$ cat config.mk
export PLATFORM = sky130hd
export DESIGN_NAME = cosg_core
export DESIGN_NICKNAME = d
export VERILOG_FILES = /design/src/cosg_pkg.sv /design/src/cosg_tick_gen.sv /design/src/cosg_core.sv
export VERILOG_INCLUDE_DIRS = /design/src /design/src/src
export SDC_FILE = /design/constraint.sdc
export NUM_CORES = 1
export LEC_CHECK = 0
export ABC_AREA = 0
export BUFFER_PORTS_ARGS = -buffer_cell sky130_fd_sc_hd__buf_2
export CAP_MARGIN = 30
export CORE_ASPECT_RATIO = 1.5
export CORE_MARGIN = 1
export CORE_UTILIZATION = 40
export CTS_CLUSTER_DIAMETER = 60
export CTS_CLUSTER_SIZE = 10
export DETAILED_ROUTE_END_ITERATION = 7
export SYNTH_ARGS = -nofsm -noshare
export SYNTH_HDL_FRONTEND = slang
export SYNTH_SLANG_ARGS = --single-unit
$ cat constraint.sdc
create_clock -name clk -period 7.55 [get_ports clk]
set_input_delay 0.755 -clock clk [delete_from_list [all_inputs] [get_ports clk]]
set_output_delay 0.755 -clock clk [all_outputs]
set_load 0.005 [all_outputs]
$ cat src/cosg_regs.svh
// Object dictionary indexes, sub-indexes, field layouts, reset values and timing counts
`ifndef COSG_REGS_SVH
`define COSG_REGS_SVH
// ----------------------------------------------------------------------------
// Object indexes
// ----------------------------------------------------------------------------
`define COSG_IDX_SYNC_WINDOW   16'h1007
`define COSG_IDX_DEV_NAME      16'h1008
`define COSG_IDX_HW_VER        16'h1009
`define COSG_IDX_SW_VER        16'h100A
`define COSG_IDX_GUARD_TIME    16'h100C
`define COSG_IDX_LIFE_FACTOR   16'h100D
`define COSG_IDX_STORE         16'h1010
`define COSG_IDX_RESTORE       16'h1011
// ----------------------------------------------------------------------------
// Sub-indexes and fixed values
// ----------------------------------------------------------------------------
`define COSG_SUB_HIGHEST       8'h00
`define COSG_SUB_ALL           8'h01
`define COSG_SUB_COMM          8'h02
`define COSG_SUB_APP           8'h03
`define COSG_HIGHEST_RESET     8'h03
`define COSG_GUARD_RESET       16'h0000
`define COSG_LIFE_RESET        8'h00
`define COSG_WINDOW_RESET      32'h0000_0000
`define COSG_KEY_SAVE          32'h6576_6173
`define COSG_KEY_LOAD          32'h6461_6F6C
`define COSG_STORE_READBACK    32'h0000_0001
// ----------------------------------------------------------------------------
// Abort codes and emergency fields
// ----------------------------------------------------------------------------
`define COSG_ABORT_BAD_VALUE   32'h0800_0020
`define COSG_ABORT_NO_OBJECT   32'h0602_0000
`define COSG_ABORT_READ_ONLY   32'h0601_0002
`define COSG_EMCY_SYNC_CODE    16'h8240
`define COSG_EMCY_INT_CODE     16'h0001
`define COSG_EMCY_ERR_REG      8'h10
// ----------------------------------------------------------------------------
// Timing
// ----------------------------------------------------------------------------
`define COSG_CLK_HZ            40000000
`define COSG_US_NS             1000
`define COSG_MS_US             1000
`define COSG_CLK_NS            25
`define COSG_US_CYCLES         (`COSG_US_NS / `COSG_CLK_NS)
`define COSG_STR_LEN           8
`endif

$ cat src/cosg_pkg.sv
// Types shared by the communication-object block
`default_nettype none
package cosg_pkg;
  typedef enum logic [1:0] {
    COSG_WIN_IDLE  = 2'b00,
    COSG_WIN_OPEN  = 2'b01,
    COSG_WIN_DROP  = 2'b11
  } cosg_win_type;
  typedef enum logic [1:0] {
    COSG_REACT_NONE  = 2'b00,
    COSG_REACT_FAULT = 2'b01,
    COSG_REACT_STOP  = 2'b10,
    COSG_REACT_QUICK = 2'b11
  } cosg_react_type;
endpackage : cosg_pkg
`default_nettype wire

$ cat src/cosg_tick_gen.sv
// Microsecond and millisecond tick generator
`timescale 1ns/10ps
`default_nettype none
`include "cosg_regs.svh"
module cosg_tick_gen
  import cosg_pkg::*;
(
  input  wire logic clk,
  input  wire logic nrst,
  output logic      us_tick,
  output logic      ms_tick
);
  localparam logic [5:0] US_LAST = 6'(`COSG_US_CYCLES - 1);
  localparam logic [9:0] MS_LAST = 10'(`COSG_MS_US - 1);
  logic [5:0] us_cnt;
  logic [9:0] ms_cnt;
  logic [5:0] next_us_cnt;
  logic [9:0] next_ms_cnt;
  logic       next_us_tick;
  logic       next_ms_tick;

  // Cascaded dividers; ms ticks line up with us ticks
  always_comb begin
    next_us_tick = (us_cnt == US_LAST);
    next_us_cnt  = next_us_tick ? 6'h00 : us_cnt + 6'h01;
    next_ms_tick = next_us_tick && (ms_cnt == MS_LAST);
    next_ms_cnt  = ms_cnt;
    if (next_us_tick) begin
      next_ms_cnt = next_ms_tick ? 10'h000 : ms_cnt + 10'h001;
    end
  end

  always_ff @(posedge clk or negedge nrst) begin
    if (!nrst) begin
      us_cnt  <= 6'h00;
      ms_cnt  <= 10'h000;
      us_tick <= 1'b0;
      ms_tick <= 1'b0;
    end else begin
      us_cnt  <= next_us_cnt;
      ms_cnt  <= next_ms_cnt;
      us_tick <= next_us_tick;
      ms_tick <= next_ms_tick;
    end
  end
endmodule : cosg_tick_gen
`default_nettype wire

$ cat src/cosg_core.sv
// Sync window monitor, node guarding, store/restore and identity strings
`timescale 1ns/10ps
`default_nettype none
`include "cosg_regs.svh"
// ----------------------------------------------------------------------------
// Communication-object core
// ----------------------------------------------------------------------------
// Behaviour
// - Receive update and sync transmit must finish inside the window after SYNC
// - Window overrun sends emergency and drops sync PDOs until next SYNC
// - Window length counts microseconds
// - Window length zero at SYNC disables monitoring; zero written during an open window overruns at the next microsecond tick
// - Emergency once; re-armed by a clean period, then a new violation
// - Name, hardware and software version strings, read-only, segmented upload
// - Guard time 16-bit read/write, reset zero, millisecond units
// - Guarding timeout equals guard time times lifetime factor
// - Guarding disabled when guard time or lifetime factor is zero
// - Guarding timeout triggers the selected connection-loss reaction
// - Store object has sub-indexes 1..3, sub-index 0 reads 3
// - Keyword save on store sub-index 3 saves application parameters
// - Other store values abort and nothing is stored
// - Restore object has three sub-indexes; only sub-index 3 returns defaults, 1 and 2 restore nothing
// - Keyword load on restore sub-index 3 reloads application defaults
// - Other restore values abort and nothing is restored
// - Emergency: code bytes 0-1, error register 2, zeros 3-5, internal 6-7
module cosg_core
  import cosg_pkg::*;
(
  input  wire logic       clk,
  input  wire logic       nrst,
  input  wire logic       sync_rx,
  input  wire logic       rx_update_done,
  input  wire logic       tx_pdo_done,
  input  wire logic       guard_req,
  input  wire logic [1:0] conn_loss_action,
  input  wire logic       sdo_req,
  input  wire logic       sdo_write,
  input  wire logic       sdo_segment,
  input  wire logic [15:0] sdo_index,
  input  wire logic [7:0] sdo_subindex,
  input  wire logic [31:0] sdo_wdata,
  output logic            sdo_ack,
  output logic            sdo_abort,
  output logic [31:0]     sdo_rdata,
  output logic [31:0]     sdo_abort_code,
  output logic [3:0]      sdo_seg_len,
  output logic            sdo_seg_last,
  output logic            pdo_drop,
  output logic            emcy_tx,
  output logic [63:0]     emcy_data,
  output logic            guard_expired,
  output logic [1:0]      conn_loss_react,
  output logic            save_app_params,
  output logic            load_app_defaults,
  output logic [31:0]     sync_window_length,
  output logic [15:0]     guarding_interval_ms,
  output logic [7:0]      guarding_multiplier
);
  localparam logic [63:0] DEVICE_NAME_STR = 64'h4452_4956_4530_3031; // Arbitrary string
  localparam logic [63:0] HW_VERSION_STR  = 64'h4857_2D52_4556_3031; // Arbitrary string
  localparam logic [63:0] SW_VERSION_STR  = 64'h3030_2E30_312E_3030; // Arbitrary string
  logic us_tick, ms_tick;
  // ----------------------------------------------------------------------------
  // Time base
  // ----------------------------------------------------------------------------
  cosg_tick_gen u_tick (
    .clk     (clk),
    .nrst    (nrst),
    .us_tick (us_tick),
    .ms_tick (ms_tick)
  );
  // Pick a string by object index
  function automatic logic [63:0] pick_string(input logic [15:0] idx);
    case (idx)
      `COSG_IDX_DEV_NAME: pick_string = DEVICE_NAME_STR;
      `COSG_IDX_HW_VER:   pick_string = HW_VERSION_STR;
      default:            pick_string = SW_VERSION_STR;
    endcase
  endfunction : pick_string
  // ----------------------------------------------------------------------------
  // Sync window monitor
  // ----------------------------------------------------------------------------
  cosg_win_type win_state, next_win_state;
  logic [31:0]  win_cnt, next_win_cnt;
  logic         rx_done, next_rx_done;
  logic         tx_done, next_tx_done;
  logic         emcy_armed, next_emcy_armed;
  logic         next_emcy_tx, next_pdo_drop;
  logic         win_done_now;
  // Done flags latch so both steps may finish in any order
  assign win_done_now = (rx_done | rx_update_done) & (tx_done | tx_pdo_done);
  always_comb begin
    next_win_state  = win_state;
    next_win_cnt    = win_cnt;
    next_rx_done    = rx_done | rx_update_done;
    next_tx_done    = tx_done | tx_pdo_done;
    next_emcy_armed = emcy_armed;
    next_emcy_tx    = 1'b0;
    next_pdo_drop   = pdo_drop;
    case (win_state)
      COSG_WIN_IDLE: begin
        next_pdo_drop = 1'b0;
      end
      COSG_WIN_OPEN: begin
        if (win_done_now) begin
          next_win_state  = COSG_WIN_IDLE;
          next_emcy_armed = 1'b1;
        end else if (us_tick) begin
          if (win_cnt + 32'h1 >= sync_window_length) begin
            next_win_state = COSG_WIN_DROP;
            next_pdo_drop  = 1'b1;
            next_emcy_tx   = emcy_armed;
            next_emcy_armed = 1'b0;
          end else begin
            next_win_cnt = win_cnt + 32'h1;
          end
        end
      end
      COSG_WIN_DROP: begin
        next_pdo_drop = 1'b1;
      end
      default: begin
        next_win_state = COSG_WIN_IDLE;
      end
    endcase
    // A fresh SYNC restarts the window whatever the state
    if (sync_rx) begin
      next_win_cnt  = 32'h0;
      next_rx_done  = 1'b0;
      next_tx_done  = 1'b0;
      next_pdo_drop = 1'b0;
      next_win_state = (sync_window_length == 32'h0) ? COSG_WIN_IDLE : COSG_WIN_OPEN;
    end
  end
  always_ff @(posedge clk or negedge nrst) begin
    if (!nrst) begin
      win_state  <= COSG_WIN_IDLE;
      win_cnt    <= 32'h0;
      rx_done    <= 1'b0;
      tx_done    <= 1'b0;
      emcy_armed <= 1'b1;
      emcy_tx    <= 1'b0;
      pdo_drop   <= 1'b0;
    end else begin
      win_state  <= next_win_state;
      win_cnt    <= next_win_cnt;
      rx_done    <= next_rx_done;
      tx_done    <= next_tx_done;
      emcy_armed <= next_emcy_armed;
      emcy_tx    <= next_emcy_tx;
      pdo_drop   <= next_pdo_drop;
    end
  end
  // Emergency payload is constant for this single event source
  always_ff @(posedge clk or negedge nrst) begin
    if (!nrst) begin
      emcy_data <= 64'h0;
    end else begin
      emcy_data <= {`COSG_EMCY_INT_CODE, 24'h0, `COSG_EMCY_ERR_REG, `COSG_EMCY_SYNC_CODE};
    end
  end
  // ----------------------------------------------------------------------------
  // Node guarding
  // ----------------------------------------------------------------------------
  logic [23:0] guard_cnt, next_guard_cnt;
  logic        next_guard_expired, guard_on;
  logic [1:0]  next_conn_loss_react;
  logic [23:0] guard_limit;
  assign guard_limit = 24'(guarding_interval_ms) * 24'(guarding_multiplier);
  assign guard_on    = (guarding_interval_ms != 16'h0) && (guarding_multiplier != 8'h0);
  // Expiry is a one-cycle pulse; counter then holds until the next request
  always_comb begin
    next_guard_cnt       = guard_cnt;
    next_guard_expired   = 1'b0;
    next_conn_loss_react = conn_loss_react;
    if (!guard_on) begin
      next_guard_cnt = 24'h0;
    end else if (guard_req) begin
      next_guard_cnt = 24'h0;
    end else if (ms_tick && guard_cnt < guard_limit) begin
      next_guard_cnt = guard_cnt + 24'h1;
      if (guard_cnt + 24'h1 == guard_limit) begin
        next_guard_expired   = 1'b1;
        next_conn_loss_react = conn_loss_action;
      end
    end
  end
  always_ff @(posedge clk or negedge nrst) begin
    if (!nrst) begin
      guard_cnt       <= 24'h0;
      guard_expired   <= 1'b0;
      conn_loss_react <= 2'b00;
    end else begin
      guard_cnt       <= next_guard_cnt;
      guard_expired   <= next_guard_expired;
      conn_loss_react <= next_conn_loss_react;
    end
  end
  // ----------------------------------------------------------------------------
  // SDO object access
  // ----------------------------------------------------------------------------
  logic [31:0] next_sync_window_length, next_sdo_rdata, next_sdo_abort_code, cmd_key;
  logic [15:0] next_guarding_interval_ms;
  logic [7:0]  next_guarding_multiplier;
  logic [3:0]  next_sdo_seg_len, seg_pos, next_seg_pos;
  logic [63:0] str_sel;
  logic        next_sdo_ack, next_sdo_abort, next_sdo_seg_last, next_save, next_load, is_string, is_cmd_obj;
  assign is_string  = (sdo_index == `COSG_IDX_DEV_NAME) || (sdo_index == `COSG_IDX_HW_VER) ||
                      (sdo_index == `COSG_IDX_SW_VER);
  assign is_cmd_obj = (sdo_index == `COSG_IDX_STORE) || (sdo_index == `COSG_IDX_RESTORE);
  assign cmd_key    = (sdo_index == `COSG_IDX_STORE) ? `COSG_KEY_SAVE : `COSG_KEY_LOAD;
  assign str_sel    = pick_string(sdo_index);
  // Decode one request per pulse; answer comes the next cycle
  always_comb begin
    next_sync_window_length   = sync_window_length;
    next_guarding_interval_ms = guarding_interval_ms;
    next_guarding_multiplier  = guarding_multiplier;
    next_sdo_ack        = 1'b0;
    next_sdo_abort      = 1'b0;
    next_sdo_rdata      = sdo_rdata;
    next_sdo_abort_code = sdo_abort_code;
    next_sdo_seg_len    = sdo_seg_len;
    next_sdo_seg_last   = sdo_seg_last;
    next_save           = 1'b0;
    next_load           = 1'b0;
    next_seg_pos        = seg_pos;
    if (sdo_req) begin
      next_sdo_ack = 1'b1;
      if (is_string) begin
        if (sdo_write) begin
          next_sdo_ack        = 1'b0;
          next_sdo_abort      = 1'b1;
          next_sdo_abort_code = `COSG_ABORT_READ_ONLY;
        end else if (!sdo_segment) begin
          // Initiate: report total length and rewind
          next_seg_pos      = 4'h0;
          next_sdo_rdata    = 32'(`COSG_STR_LEN);
          next_sdo_seg_len  = 4'h0;
          next_sdo_seg_last = 1'b0;
        end else begin
          // Up to four characters per segment, first character low
          next_sdo_rdata    = 32'(str_sel >> {seg_pos[2:0], 3'b000});
          next_sdo_seg_len  = 4'h4;
          next_sdo_seg_last = (seg_pos + 4'h4 >= 4'(`COSG_STR_LEN));
          next_seg_pos      = next_sdo_seg_last ? 4'h0 : seg_pos + 4'h4;
        end
      end else if (is_cmd_obj) begin
        if (sdo_subindex == `COSG_SUB_HIGHEST) begin
          if (sdo_write) begin
            next_sdo_ack        = 1'b0;
            next_sdo_abort      = 1'b1;
            next_sdo_abort_code = `COSG_ABORT_READ_ONLY;
          end else begin
            next_sdo_rdata = {24'h0, `COSG_HIGHEST_RESET};
          end
        end else if (sdo_subindex > `COSG_SUB_APP) begin
          next_sdo_ack        = 1'b0;
          next_sdo_abort      = 1'b1;
          next_sdo_abort_code = `COSG_ABORT_NO_OBJECT;
        end else if (!sdo_write) begin
          next_sdo_rdata = `COSG_STORE_READBACK;
        end else if (sdo_wdata != cmd_key) begin
          next_sdo_ack        = 1'b0;
          next_sdo_abort      = 1'b1;
          next_sdo_abort_code = `COSG_ABORT_BAD_VALUE;
        end else if (sdo_subindex == `COSG_SUB_APP) begin
          next_save = (sdo_index == `COSG_IDX_STORE);
          next_load = (sdo_index == `COSG_IDX_RESTORE);
        end
      end else begin
        case (sdo_index)
          `COSG_IDX_SYNC_WINDOW: begin
            if (sdo_write) next_sync_window_length = sdo_wdata;
            next_sdo_rdata = sync_window_length;
          end
          `COSG_IDX_GUARD_TIME: begin
            if (sdo_write) next_guarding_interval_ms = sdo_wdata[15:0];
            next_sdo_rdata = {16'h0, guarding_interval_ms};
          end
          `COSG_IDX_LIFE_FACTOR: begin
            if (sdo_write) next_guarding_multiplier = sdo_wdata[7:0];
            next_sdo_rdata = {24'h0, guarding_multiplier};
          end
          default: begin
            next_sdo_ack        = 1'b0;
            next_sdo_abort      = 1'b1;
            next_sdo_abort_code = `COSG_ABORT_NO_OBJECT;
          end
        endcase
      end
    end
  end
  always_ff @(posedge clk or negedge nrst) begin
    if (!nrst) begin
      sync_window_length   <= `COSG_WINDOW_RESET;
      guarding_interval_ms <= `COSG_GUARD_RESET;
      guarding_multiplier  <= `COSG_LIFE_RESET;
      sdo_ack              <= 1'b0;
      sdo_abort            <= 1'b0;
      sdo_rdata            <= 32'h0;
      sdo_abort_code       <= 32'h0;
      sdo_seg_len          <= 4'h0;
      sdo_seg_last         <= 1'b0;
      save_app_params      <= 1'b0;
      load_app_defaults    <= 1'b0;
      seg_pos              <= 4'h0;
    end else begin
      sync_window_length   <= next_sync_window_length;
      guarding_interval_ms <= next_guarding_interval_ms;
      guarding_multiplier  <= next_guarding_multiplier;
      sdo_ack              <= next_sdo_ack;
      sdo_abort            <= next_sdo_abort;
      sdo_rdata            <= next_sdo_rdata;
      sdo_abort_code       <= next_sdo_abort_code;
      sdo_seg_len          <= next_sdo_seg_len;
      sdo_seg_last         <= next_sdo_seg_last;
      save_app_params      <= next_save;
      load_app_defaults    <= next_load;
      seg_pos              <= next_seg_pos;
    end
  end
  // ----------------------------------------------------------------------------
  // Checks
  // ----------------------------------------------------------------------------
  AST_ZERO_WINDOW_QUIET: assert property (@(posedge clk) disable iff (!nrst)
    (sync_window_length == 32'h0) && $past(sync_window_length == 32'h0) |-> !emcy_tx)
    else $error("Emergency with window disabled");
  AST_EMCY_DROPS: assert property (@(posedge clk) disable iff (!nrst)
    emcy_tx |-> pdo_drop)
    else $error("Emergency without PDO drop");
  AST_EMCY_ONCE: assert property (@(posedge clk) disable iff (!nrst)
    emcy_tx |=> !emcy_tx ##0 !emcy_armed)
    else $error("Emergency not one-shot");
  AST_DROP_UNTIL_SYNC: assert property (@(posedge clk) disable iff (!nrst)
    pdo_drop && !sync_rx |=> pdo_drop)
    else $error("Drop released without SYNC");
  AST_SYNC_RESTART: assert property (@(posedge clk) disable iff (!nrst)
    sync_rx |=> win_cnt == 32'h0)
    else $error("Window timer not restarted");
  AST_EMCY_FORMAT: assert property (@(posedge clk) disable iff (!nrst)
    emcy_tx |-> emcy_data == 64'h0001_0000_0010_8240)
    else $error("Emergency layout wrong");
  AST_GUARD_OFF: assert property (@(posedge clk) disable iff (!nrst)
    (guarding_interval_ms == 16'h0 || guarding_multiplier == 8'h0) |=> !guard_expired)
    else $error("Guard fired while disabled");
  AST_GUARD_REACT: assert property (@(posedge clk) disable iff (!nrst)
    guard_expired |-> conn_loss_react == $past(conn_loss_action))
    else $error("Wrong connection-loss reaction");
  AST_BAD_STORE: assert property (@(posedge clk) disable iff (!nrst)
    sdo_req && sdo_write && sdo_index == 16'h1010 && sdo_subindex == 8'h03 && sdo_wdata != 32'h6576_6173
    |=> sdo_abort && !save_app_params)
    else $error("Bad store keyword accepted");
  AST_GOOD_LOAD: assert property (@(posedge clk) disable iff (!nrst)
    sdo_req && sdo_write && sdo_index == 16'h1011 && sdo_subindex == 8'h03 && sdo_wdata == 32'h6461_6F6C
    |=> load_app_defaults && sdo_ack)
    else $error("Load keyword not honoured");
  AST_HIGHEST_SUB: assert property (@(posedge clk) disable iff (!nrst)
    sdo_req && !sdo_write && sdo_index == 16'h1010 && sdo_subindex == 8'h00 |=> sdo_rdata == 32'h3)
    else $error("Highest sub-index wrong");
  COVER_EMCY: cover property (@(posedge clk) disable iff (!nrst) emcy_tx);
  COVER_SAVE: cover property (@(posedge clk) disable iff (!nrst) save_app_params);
  COVER_GUARD: cover property (@(posedge clk) disable iff (!nrst) guard_expired);
  COVER_SEG_LAST: cover property (@(posedge clk) disable iff (!nrst) sdo_ack && sdo_seg_last);
endmodule : cosg_core
`default_nettype wire

* Yosys cells after proc, flatten, opt, wreduce, memory -nomap -nowiden *
Cells that the tools add are included.

word-level totals
  input port bits = 67
  register bits = 218
  logic and storage cells = 197

cells by class
  $lt $le $gt $ge = 4
  mux-type cells = 91
  reductions and logical operators = 30
  bitwise operators = 7
  $mul = 1
  $add $sub $neg = 5
  shifts and indexed selects = 1
  equality and inequality tests = 31

operators by type and width
  operator                                                count
  two-way mux 32 bit                                      21
  equality test 16 x 13 -> 1 bit (second input constant)  8
  one-hot mux 63 bit (2 select lines)                     1
  one-hot mux 32 bit (3 select lines)                     1
  two-way mux 24 bit                                      3
  >> shifter 64 x 6 -> 32 bit                             1
  two-way mux 1 bit                                       53
  adder 32 x 1 -> 32 bit (second input constant)          1
  >= comparator 32 bit                                    1
  logical NOT 32 bit                                      1
  != test 32 x 31 -> 1 bit                                1
  two-way mux 25 bit                                      1
  adder 24 x 1 -> 24 bit (second input constant)          1
  equality test 24 bit                                    1
  < comparator 24 bit                                     1
  multiplier 16 x 8 -> 24 bit                             1
  AND reduction 4 bit                                     4
  nonzero test 16 bit                                     1
  AND reduction 5 bit                                     3
  adder 10 x 1 -> 10 bit (second input constant)          1
  equality test 10 bit (second input constant)            1
  two-way mux 10 bit                                      1
  != test 3 x 2 -> 1 bit (second input constant)          3
  != test 3 bit (second input constant)                   3
  36 further kinds                                        56

* Logic depth before layout (Yosys ltp) *
Gate-level depths: netlist (run 1).

  depth after elaboration = 10
  depth in mapped cells = 29
  mapped depth without buffers = 25

* Cells and area by module *
From an unflattened synthesis (run 1), not the netlist that was laid out.

second synthesis, totals
  cells, all modules = 1831
  area, all modules = 16716.0 um^2

modules (own cells, without submodules)
  module         instances  cells each  area each (um^2)  sequential area each (um^2)
  cosg_core      1          1746        15861.5           4880.9
  cosg_tick_gen  1          85          854.6             450.4

* Worst setup path before layout (run 1) *
OpenSTA, ideal clock, no wires.

  path type = register -> register
  start point = register guarding_multiplier[7]
  end point = register conn_loss_react[0]
  buffers on the path = 3
  required time = 7.423 ns
  stages on the path, launching flop included = 27
  setup slack = 0.681 ns
  arrival time = 6.742 ns
  cell sequence = dfrtp_1 -> clkbuf_1 -> clkbuf_1 -> nand2_1 -> fa_1 -> fa_1 -> inv_1 -> fa_1 -> inv_1 -> fa_1 -> inv_1 -> ha_1 -> nand2_1 -> o31ai_4 -> o21ai_1 -> and3_1 -> o31ai_1 -> xnor2_1 -> ha_1 -> a211oi_1 -> a21oi_1 -> or3_1 -> clkbuf_1 -> nor4b_1 -> nand3_1 -> and4bb_4 -> mux2_1

on the way
  longest elaborated chain between the ends = 4
  elaborated cells on any way between the ends = 7

ends and longest elaborated chain
  item                               line              source
  start: declaration                 cosg_core.sv:57   output logic [7:0] guarding_multiplier
  start signal: assignment           cosg_core.sv:297  guarding_multiplier <= `COSG_LIFE_RESET;
  start signal: assignment           cosg_core.sv:310  guarding_multiplier <= next_guarding_multiplier;
  multiplier 16 x 8 -> 24 bit        cosg_core.sv:169  assign guard_limit = 24'(guarding_interval_ms) * 24'(guarding_multiplier);
  < comparator 24 bit                cosg_core.sv:180  end else if (ms_tick && guard_cnt < guard_limit) begin
  logical AND 1 bit                  cosg_core.sv:180
  AND reduction 4 bit (no line) (*)  --
  end signal: assignment             cosg_core.sv:196  conn_loss_react <= next_conn_loss_react;
  end: declaration                   cosg_core.sv:52   output logic [1:0] conn_loss_react,

Every way passes the cells marked *; elsewhere a longest branch is shown, timed or not.
A chain may end at the register's enable or synchronous reset.

* Worst setup path in the final report (run 1) *
  start point = register guarding_interval_ms[1]
  end point = register conn_loss_react[1]

on the way
  longest elaborated chain between the ends = 4
  elaborated cells on any way between the ends = 7

ends and longest elaborated chain
  item                               line              source
  start: declaration                 cosg_core.sv:56   output logic [15:0] guarding_interval_ms,
  start signal: assignment           cosg_core.sv:296  guarding_interval_ms <= `COSG_GUARD_RESET;
  start signal: assignment           cosg_core.sv:309  guarding_interval_ms <= next_guarding_interval_ms;
  multiplier 16 x 8 -> 24 bit        cosg_core.sv:169
  < comparator 24 bit                cosg_core.sv:180
  logical AND 1 bit                  cosg_core.sv:180
  AND reduction 4 bit (no line) (*)  --

Marked as above.

==> impl_metrics.csv, run 1 <==
group,metric,value,unit
power_and_ir_drop,power-per-cell-area,128.3,nW/um^2
die,floorplan.core_area,41220,sq um
cts,post_cts_hold_buffer_count,0,
timing,final.min_clock_period,7.045,ns
timing,worst_pin_slew,1.039,ns
route,routed-via-count,13360,
grt,grt_antenna_before_repair,2,
final_layout,num-nets-final,2241,
setup_path,path_max_fanout,12,
route,viasPerCell,5.251,
cts,htree_levels,1,
timing,setup_violations,0,
cts,root_buffer,"clkbuf_16",
die,core.rowCount,91,
final_layout,area.sequential,5333,sq um
setup_path,setup.worst_path.end_class,"flop",
setup_path,rr_endpoint,"conn_loss_react[1]",
final_layout,fin_cells,2545,
cts,worstSkewPairLatency,0.57,ns
die,design.die.area,42650,sq um
hold_path,hp-class,"input pin to async pin",
setup_path,reg2reg_from,"guarding_interval_ms[1]",
power_and_ir_drop,ir_drop,0.0001368,V
setup_path,timing.critical_path.from_type,"flop",
logic_synthesis,netlist-cell-type-count,83,
route,wl_per_cell,18.60,um
logic_synthesis,primary_ff_master_synth,"dfrtp_1",
cts,cts_buffer_depth,3,
setup_path,worst-endpoint-required,7.98,ns
die,die_x,169.0,um
final_layout,layout-drive-gt1-share,15.41,%
timing,share_of_the_cycle_needed_by_the_critical_path_after_routing,93.31,%
timing,unrepaired_setup_endpoints_after_global_routing,"false",
logic_synthesis,asyncSetResetFlopFracSynth,100.0,%
final_layout,multi_input_area,10220,sq um
final_layout,area_growth,12.26,%
final_layout,num-fill-cells,4171,
logic_synthesis,synthesis.area,16720,sq um
timing,final-hold-violation-count,0,
route,routed_wirelength,47340,um
logic_synthesis,postSynthAreaPerCell,9.174,sq um
route,detail_route.drc_violations,0,
timing,finalMaxSlewViolations,0,
timing,setup_tns,0,ns
final_layout,utilization,45.55,%
grt,first_pass_grt_wire_length,74310,um
timing,skew,0.02050,ns
logic_synthesis,yosys_warnings,0,
cts,clock-sinks,213,
cts,cts_tree,"yes",
timing,achievable-frequency,142.0,MHz
cts,cts.clk_slew.worst_paths,0.06,ns
route,detailedRoute.firstPassIterationCount,7,
setup_path,worst-r2r-setup-slack,0.51,ns
die,top_level_ports,265,
cts,cts_buffers,27,
placement,gp_routability_congestion,0.8941,
placement,detailed_place_hpwl,37130,um
die,die_y,252.4,um
grt,grt.overflow.total,0,
placement,placed_insts,2510,
placement,buffer_ports.inserted,202,
setup_path,data_arrival_time_of_the_critical_path,7.47,ns
status,run_status,"finished, final reports clean",
setup_path,setup.worst_path.class,"flop to flop",
setup_path,worstRegToRegCells,23,
flow_run,maxcap_violations,0,
grt,grt_usage,22.41,%
logic_synthesis,syn_inst,1823,
logic_synthesis,synth_seq_cells,213,
route,ant_nets_after_route,0,
logic_synthesis,synth_enable_flop_cells,0,
placement,pre_cts_slack,0.3598,ns
timing,timing.slew.headroom,30.71,%
logic_synthesis,synth_sequential_area_ratio,31.88,%
grt,largest_net_degree_at_the_start_of_global_routing,104,
timing,setup_ws,0.5053,ns
power_and_ir_drop,p_leak,9.750,nW
die,start_util,40.57,%
route,iteration_0_drc_count_of_the_detailed_router,747,
grt,grt_pass1_vias,13530,
## routing by layer
metal	share of wire [%]	GRT usage (%)
met1	39	25.88
met2	52	40.87
met3	4.4	2.537
met4	4.8	10.78
met5	0.051	0
## stage by stage
stage / instance area, sq um / hold WS (ns) / total power, mW
finish: 18770 / 0.2318 / 2.409
CTS: 18740 / 0.2594 / 2.444
detailed placement: 17980 / 0.4657 / 1.260
global route: 18770 / 0.2987 / 2.491
global placement: 17980 / 0.4593 / 1.258
floorplan: 16950 / 0.4476 / 1.221
## logic make-up after synthesis
logic type	after synthesis	share of synthesized area, %
AND/OR/NAND/NOR	659	20.71
AO/OA/AOI/OAI	266	10.18
multiplexers	49	3.210
other	2	0.04491
adder cells (fa/ha/maj)	192	18.14
flip-flops	213	31.88
buffers and inverters	309	8.544
XOR/XNOR	133	7.295
## placed cells by master, fill, tap and decap left out, types with 6 or more instances in the layout
| cell | count |
|---|---|
| ha_1 | 108 |
| dfrtp_1 | 211 |
| a211o_1 | 8 |
| nor2_1 | 106 |
| nor4b_1 | 6 |
| nand4_1 | 33 |
| xor2_1 | 51 |
| and3_1 | 20 |
| or3_1 | 13 |
| clkbuf_16 | 27 |
| buf_4 | 17 |
| nand3_1 | 50 |
| inv_1 | 157 |
| conb_1 | 63 |
| nand2b_1 | 11 |
| xnor2_1 | 78 |
| or4_1 | 13 |
| nor3_1 | 24 |
| nand4b_1 | 8 |
| nor4_1 | 26 |
| mux2i_1 | 12 |
| a21o_1 | 29 |
| a22oi_1 | 6 |
| and2_1 | 136 |
| nor2b_1 | 20 |
| o21ai_0 | 100 |
| fa_1 | 84 |
| a221oi_1 | 9 |
| mux2_2 | 33 |
| buf_2 | 201 |
| nand2_1 | 166 |
| a21oi_1 | 54 |
## worst max-delay path by stage
stage | startpoint | end | slack, ns | cells past startpoint
finish | guarding_interval_ms[1] | conn_loss_react[1] | 0.51 | 23
global route | guarding_multiplier[3] | conn_loss_react[0] | 0.02 | 23
CTS | guarding_multiplier[4] | conn_loss_react[0] | 0.30 | 21
detailed placement | guarding_multiplier[4] | conn_loss_react[0] | 0.36 | 21
global placement | guarding_interval_ms[8] | conn_loss_react[0] | 0.45 | 21
floorplan | guarding_multiplier[7] | conn_loss_react[0] | 0.68 | 26
## repair_timing
| item | 4_1_cts | 5_1_grt |
|---|---|---|
| setup buffers | 0 | 0 |
| resized for setup | 0 | 2 |
| setup endpoints to repair | 0 | 3 |
## synth_stat cells (5+ instances only)
cell type  count  area share (%)
xnor2_1       78             4.1
a21oi_1       54             1.6
a22oi_1        6            0.27
o21a_1         5            0.22
or3_1         13            0.49
nor3_1        25            0.75
ha_1         108             8.1
nand4b_1       8            0.42
a211oi_1       5            0.22
xor2_1        51             2.7
nand3_1       50             1.5
or2_2          5            0.19
o21ai_0      100             3.0
mux2i_1       12            0.72
nor2b_1       20            0.75
and3_1        20            0.75
and2_1       136             5.1
mux2_2        33             2.2
nand4_1       33             1.2
nand2b_1      11            0.41
nor2_1       106             2.4
a21o_1        29             1.3
buf_2          9            0.27
dfrtp_1      212              32
buf_4         66             3.0
nor4b_1        6            0.31
a211o_1        8            0.42
nand2_1      166             3.7
inv_1        157             3.5
nor4_1        26            0.97
or4_1         13            0.58
o211ai_1       5            0.22
clkbuf_1      69             1.5
a31oi_1        5            0.19
a221oi_1       9            0.47
fa_1          84              10
## critical path, stage by stage (launching register included)
cell	delay [ns]
dfrtp_1	0.58
nand2_1	0.14
fa_1	0.51
fa_1	0.55
inv_1	0.06
fa_1	0.52
inv_1	0.05
fa_1	0.53
inv_1	0.04
ha_1	0.35
nand2_1	0.11
o31ai_4	0.36
o21ai_1	0.21
and3_1	0.20
o31ai_1	0.40
xnor2_1	0.18
ha_1	0.28
a211oi_1	0.24
a21oi_1	0.10
or3_1	0.39
nor4b_1	0.30
nand3_1	0.16
and4bb_4	0.35
mux2_1	0.31
## registers in the layout, summed over array words and instances (netlist names), 2 cells and up
signal / cells
sdo_abort_code: 32
conn_loss_react: 2
sdo_rdata: 32
sync_window_length: 32
win_state: 2
win_cnt: 32
guarding_interval_ms: 16
guarding_multiplier: 8
guard_cnt: 24
u_tick.us_cnt: 6
u_tick.ms_cnt: 10
seg_pos: 2
## power breakdown
group          internal (mW)  leakage, nW  switching [mW]
Sequential              1.15         2.77         0.00231
Combinational         0.0242         6.61          0.0668
Clock                  0.673        0.371           0.497
## cell type report
| cell class | instances | area share [%] |
|---|---|---|
| diodes | 1 | 0.01333 |
| clock buffers | 28 | 3.619 |
| clock inverters | 5 | 0.4065 |
| inverters | 158 | 3.159 |
| multi-input cells | 1362 | 54.41 |
| flip-flops and latches | 213 | 28.40 |
| well taps | 558 | 3.719 |
| repair buffers | 220 | 6.265 |
Power figures use the tool's default switching activity.
==> run 2: changes to the inputs <==
--- a/config.mk
+++ b/config.mk
@@ -15,6 +15,7 @@
 export CTS_CLUSTER_DIAMETER = 60
 export CTS_CLUSTER_SIZE = 10
 export DETAILED_ROUTE_END_ITERATION = 7
+export PLACE_DENSITY = 0.57
 export SYNTH_ARGS = -nofsm -noshare
 export SYNTH_HDL_FRONTEND = slang
 export SYNTH_SLANG_ARGS = --single-unit
==> run 2 against run 1 <==
  * Total power decreased by 3.1%
  * Via count decreased by 0.61%
  * Non-clock buffer count decreased by 6
  * Sequential power about the same
  * Largest cell class unchanged
  * Sequential cell count unchanged
  * Fmax decreased by 2.1%
  * Critical path depth unchanged
  * Final cell count decreased by 0.35%
==> impl_metrics.csv, run 2 (synthesis results as in run 1) <==
group,metric,value,unit
timing,unrepaired_setup_endpoints_after_global_routing,"false",
die,start_util,40.57,%
cts,cts_buffers,26,
route,wl_per_cell,18.91,um
placement,detailed_place_hpwl,37340,um
timing,finalMaxSlewViolations,0,
timing,final-hold-violation-count,0,
timing,final.min_clock_period,7.193,ns
timing,share_of_the_cycle_needed_by_the_critical_path_after_routing,95.28,%
timing,skew,0.01746,ns
setup_path,path_common_cell,"fa_1",
grt,grt_usage,22.43,%
die,die_x,169.0,um
power_and_ir_drop,p_leak,9.680,nW
setup_path,timing.critical_path.from_type,"flop",
setup_path,wp_buf_inv,3,
timing,achievable-frequency,139.0,MHz
grt,first_pass_grt_wire_length,74290,um
timing,worst_pin_slew,1.028,ns
final_layout,area_growth,11.63,%
cts,cts_tree,"yes",
grt,largest_net_degree_at_the_start_of_global_routing,123,
cts,cts.repair_timing.setup_buffer_count,0,
setup_path,worst-endpoint-required,7.97,ns
cts,worstSkewPairLatency,0.55,ns
route,detailedRoute.firstPassIterationCount,5,
setup_path,setup.worst_path.end_class,"flop",
die,design.die.area,42650,sq um
setup_path,path_max_fanout,20,
die,core.rowCount,91,
final_layout,num-nets-final,2234,
cts,htree_levels,1,
timing,setup_tns,0,ns
grt,grt_antenna_before_repair,3,
timing,setup_violations,0,
route,iteration_0_drc_count_of_the_detailed_router,841,
setup_path,worst_path_max_delay_cell,"dfrtp_1",
placement,pre_cts_slack,0.2374,ns
route,ant_nets_after_route,0,
route,routed-via-count,13280,
setup_path,setup.worst_path.class,"flop to flop",
final_layout,num-fill-cells,4129,
hold_path,hp-class,"input pin to async pin",
flow_run,maxcap_violations,0,
final_layout,layout-drive-gt1-share,15.22,%
route,routed_wirelength,47970,um
setup_path,data_arrival_time_of_the_critical_path,7.61,ns
status,run_status,"finished, final reports clean",
final_layout,mostFrequentLayoutCells,"dfrtp_1, buf_2, nand2_1",
placement,buffer_ports.inserted,202,
timing,setup_ws,0.3567,ns
die,top_level_ports,265,
cts,cts_buffer_depth,3,
die,die_y,252.4,um
final_layout,antenna_cells,0,
cts,root_buffer,"clkbuf_16",
die,floorplan.core_area,41220,sq um
power_and_ir_drop,power-per-cell-area,125.1,nW/um^2
cts,cts.clk_slew.worst_paths,0.06,ns
final_layout,final_common_cell,"dfrtp_1",
cts,clock-sinks,213,
setup_path,critPathMaxStageDelay,0.71,ns
grt,grt_pass1_vias,13330,
grt,grt.overflow.total,0,
route,detail_route.drc_violations,0,
final_layout,multi_input_area,10220,sq um
setup_path,critPathTopFamily,"adder cells",
final_layout,area.sequential,5335,sq um
setup_path,crit_chain,"nand2_1 -> fa_1 -> fa_1 -> inv_1 -> fa_1 -> inv_1 -> fa_1 -> inv_1 -> ha_1 -> and3_1 -> a221oi_1 -> o311a_1 -> xor2_1 -> ha_1 -> o21ai_0 -> nor2_1 -> nor3_1 -> a311oi_1 -> or3_1 -> nor4b_1 -> nand3_1 -> and4bb_4 -> mux2_1",
placement,gp_routability_congestion,0.9067,
timing,timing.slew.headroom,31.45,%
power_and_ir_drop,ir_drop,0.0001370,V
route,viasPerCell,5.237,
==> run 2: worst register-to-register path: stages, from the launching register on <==
cell and delay [ns]:
dfrtp_1 0.71, nand2_1 0.18, fa_1 0.53, fa_1 0.49
inv_1 0.05, fa_1 0.52, inv_1 0.05, fa_1 0.52
inv_1 0.05, ha_1 0.36, and3_1 0.23, a221oi_1 0.49
o311a_1 0.32, xor2_1 0.28, ha_1 0.30, o21ai_0 0.16
nor2_1 0.06, nor3_1 0.19, a311oi_1 0.12, or3_1 0.34
nor4b_1 0.31, nand3_1 0.13, and4bb_4 0.35, mux2_1 0.32
==> run 2: layout make-up <==
cell class | instances | share of cell area [%]
clock buffer | 27 | 3.559
clock inverter | 4 | 0.2011
tap | 558 | 3.740
timing repair buffer | 214 | 6.019
inverter | 158 | 3.177
multi-input combinational | 1362 | 54.72
sequential | 213 | 28.58
==> run 2: power by group <==
part | internal (mW) | total [mW] | switching (mW)
registers | 1.15 | 1.15 | 0.00223
clock network | 0.620 | 1.10 | 0.477
logic | 0.0246 | 0.0902 | 0.0657
total | 1.79 | 2.34 | 0.545
==> run 2: per-layer routing <==
| metal | part of all wire (%) | global-route usage [%] |
|---|---|---|
| met3 | 4.5 | 2.928 |
| met5 | 0.054 | 0 |
| met4 | 4.4 | 9.818 |
| met2 | 52 | 41.04 |
| met1 | 39 | 25.91 |
==> run 2: what timing repair did <==
action                     4_1_cts  5_1_grt
setup endpoints to repair        0       10
hold buffers                     0        0
gates resized for setup          0        4
==> run 2: path summary, 6_finish.rpt <==
path                                         from                      to  slack, ns  cells after the start
setup / recovery           guarding_multiplier[4]      conn_loss_react[0]       0.36                     23
hold / removal                               nrst           guard_cnt[21]       0.18                      1
setup reg to reg           guarding_multiplier[4]      conn_loss_react[0]       0.36                     23
hold reg to reg                 sdo_abort_code[5]       sdo_abort_code[5]       0.47                      1
max in group asynchronous                    nrst           sdo_rdata[20]       6.19                      2
min in group clk                    sdo_wdata[31]  sync_window_length[31]       0.43                      3
==> run 2: through the flow <==
stage	power [mW]	util [%]	hold slack, ns	cell area (sq um)	std cells
2_1_floorplan	1.221	-	0.4476	16950	1884
3_3_place_gp	1.258	43.56	0.4580	17950	2505
3_5_place_dp	1.259	43.56	0.4606	17950	2505
4_1_cts	2.370	45.26	0.2152	18660	2536
5_1_grt	2.420	45.29	0.2425	18670	2536
6_report	2.335	45.29	0.1783	18670	2536
==> run 3: changes to the inputs <==
--- a/config.mk
+++ b/config.mk
@@ -7,15 +7,14 @@
 export NUM_CORES = 1
 export LEC_CHECK = 0
 export ABC_AREA = 0
-export BUFFER_PORTS_ARGS = -buffer_cell sky130_fd_sc_hd__buf_2
 export CAP_MARGIN = 30
 export CORE_ASPECT_RATIO = 1.5
-export CORE_MARGIN = 1
 export CORE_UTILIZATION = 40
 export CTS_CLUSTER_DIAMETER = 60
 export CTS_CLUSTER_SIZE = 10
 export DETAILED_ROUTE_END_ITERATION = 7
-export PLACE_DENSITY = 0.57
+export DONT_BUFFER_PORTS = 1
+export PLACE_DENSITY = 0.51
 export SYNTH_ARGS = -nofsm -noshare
 export SYNTH_HDL_FRONTEND = slang
 export SYNTH_SLANG_ARGS = --single-unit
==> run 3 against run 2 <==
  * Register-to-register slack improved by 0.12 ns
  * Worst setup slack improved by 0.12 ns
  * Die area is the same
  * Sequential share of layout area up 1.2 points
  * Sequential power is essentially flat
  * Clock power grew 15%
  * Clock skew grew 0.0058 ns
  * Combinational power decreased by 42%
  * First-iteration DRC count fell by 22%
  * Hold slack got worse by 0.063 ns
  * Largest cell class unchanged
==> impl_metrics.csv, run 3 (synthesis results as in run 1) <==
group,metric,value,unit
status,run_status,"finished, final reports clean",
cts,root_buffer,"clkbuf_16",
final_layout,num-fill-cells,4149,
setup_path,reg2reg_from,"guarding_interval_ms[8]",
setup_path,critPathMaxStageDelay,0.69,ns
timing,achievable-frequency,141.4,MHz
power_and_ir_drop,p_leak,8.923,nW
timing,setup_tns,0,ns
cts,cts_buffers,27,
setup_path,worstRegToRegCells,22,
cts,cts_tree,"yes",
cts,cts.repair_timing.setup_buffer_count,0,
setup_path,crit_chain,"and2_1 -> fa_1 -> fa_1 -> fa_1 -> inv_1 -> fa_1 -> inv_1 -> ha_1 -> or3_4 -> and2_1 -> o41ai_1 -> o31ai_1 -> xnor2_1 -> ha_1 -> o21a_1 -> o211ai_1 -> a21oi_1 -> or3_1 -> nor4b_1 -> nand3_1 -> and4bb_4 -> mux2_1",
power_and_ir_drop,ir_drop,0.0001414,V
die,core.rowCount,91,
timing,setup_violations,0,
placement,placed_insts,2318,
final_layout,design_area,17900,sq um
timing,unrepaired_setup_endpoints_after_global_routing,"false",
cts,htree_levels,1,
timing,final.min_clock_period,7.073,ns
timing,setup_ws,0.4773,ns
timing,finalMaxSlewViolations,0,
die,design.die.area,42650,sq um
placement,detailed_place_hpwl,39200,um
route,routed-via-count,12550,
setup_path,timing.critical_path.from_type,"flop",
die,start_util,40.57,%
grt,first_pass_grt_wire_length,78240,um
route,detail_route.drc_violations,0,
grt,grt.overflow.total,0,
timing,skew,0.02327,ns
cts,cts_buffer_depth,3,
final_layout,antenna_cells,0,
timing,final-hold-violation-count,0,
placement,dpl-instance-area,17030,sq um
final_layout,num-nets-final,2050,
final_layout,mostFrequentLayoutCells,"dfrtp_1, nand2_1, inv_1",
setup_path,path_max_fanout,12,
hold_path,hp-class,"input pin to async pin",
setup_path,data_arrival_time_of_the_critical_path,7.52,ns
placement,pre_cts_slack,0.4247,ns
route,detailedRoute.firstPassIterationCount,7,
route,wl_per_cell,21.36,um
power_and_ir_drop,power-per-cell-area,137.5,nW/um^2
setup_path,worst-endpoint-required,8.00,ns
route,viasPerCell,5.310,
route,routed_wirelength,50500,um
grt,largest_net_degree_at_the_start_of_global_routing,213,
setup_path,path_common_cell,"fa_1",
setup_path,setup.worst_path.end_class,"flop",
timing,timing.slew.headroom,5.547,%
route,iteration_0_drc_count_of_the_detailed_router,658,
setup_path,worst-r2r-setup-slack,0.48,ns
placement,buffer_ports.inserted,0,
setup_path,rr_endpoint,"conn_loss_react[1]",
placement,gp_routability_congestion,0.8744,
setup_path,worst_path_max_delay_cell,"dfrtp_1",
grt,grt_antenna_before_repair,0,
die,die_y,252.4,um
timing,share_of_the_cycle_needed_by_the_critical_path_after_routing,93.68,%
grt,grt_usage,24.01,%
final_layout,final_common_cell,"dfrtp_1",
die,die_x,169.0,um
route,ant_nets_after_route,0,
cts,worstSkewPairLatency,0.57,ns
die,floorplan.core_area,41220,sq um
setup_path,setup.worst_path.class,"flop to flop",
flow_run,maxcap_violations,0,
final_layout,area_growth,7.040,%
final_layout,fin_cells,2364,
cts,cts.clk_slew.worst_paths,0.06,ns
final_layout,layout-drive-gt1-share,6.368,%
cts,clock-sinks,213,
grt,grt_pass1_vias,13110,
timing,worst_pin_slew,1.417,ns
die,top_level_ports,265,
## run 3: changes by cell type in the layout (fill, tap and decap cells not counted), sizes merged
cell / change
bufinv: +2
dlygate4sd3: +1
clkbuf: +11
clkinv: -1
inv: +1
buf: -186
## run 3: worst max-delay path: cells and delay by family, from the launching register on
kind | cells | cell delay [ns]
AO/OA/AOI/OAI | 5 | 0.89
XOR/XNOR | 1 | 0.17
adder cells (fa/ha/maj) | 6 | 2.76
buffers and inverters | 2 | 0.09
flip-flops | 1 | 0.69
multiplexers | 1 | 0.33
AND/OR/NAND/NOR | 7 | 2.00
## run 3: how the worst max path moves through the flow
stage | startpoint | endpoint | depth (start not counted)
floorplan | guarding_multiplier[7] | conn_loss_react[0] | 26
global placement | guarding_interval_ms[2] | conn_loss_react[0] | 22
detailed placement | guarding_interval_ms[2] | conn_loss_react[1] | 23
CTS | guarding_interval_ms[2] | conn_loss_react[1] | 23
global route | guarding_interval_ms[8] | conn_loss_react[0] | 22
finish | guarding_interval_ms[8] | conn_loss_react[1] | 22
## run 3: cell type report
cell class | count | area, sq um | area share [%]
multi-input cells | 1362 | 10210 | 57.03
flip-flops and latches | 213 | 5333 | 29.79
repair buffers | 29 | 240.2 | 1.342
well taps | 558 | 698.2 | 3.900
clock buffers | 38 | 726.9 | 4.061
inverters | 158 | 593.1 | 3.313
clock inverters | 6 | 101.3 | 0.5662
## run 3: per-layer routing
metal | global-route usage (%) | wire (um)
met1 | 25.69 | 18490
met2 | 45.05 | 27110
met3 | 4.526 | 2569
met4 | 10.96 | 2329
met5 | 0 | 0
## run 3: report_power, final
part | total [mW] | leakage [nW] | internal, mW | switching [mW]
Clock | 1.26 | 0.398 | 0.736 | 0.524
Sequential | 1.15 | 2.77 | 1.15 | 0.00345
Combinational | 0.0520 | 5.76 | 0.0107 | 0.0413
## run 3: what timing repair did
item | in CTS | in global routing
endpoints found under the setup margin | 0 | 2
gates resized for setup | 0 | 1
hold buffers | 2 | 0
endpoints found under the hold margin | 212 | 0
## run 3: through the flow
stage,power (mW),hold slack (ns),util (%)
after detailed placement,1.195,0.4662,41.33
after floorplan,1.221,0.4476,-
after global routing,2.545,0.2342,43.43
after global placement,1.195,0.4653,41.33
after CTS,2.503,0.2207,43.43
final,2.461,0.1157,43.43
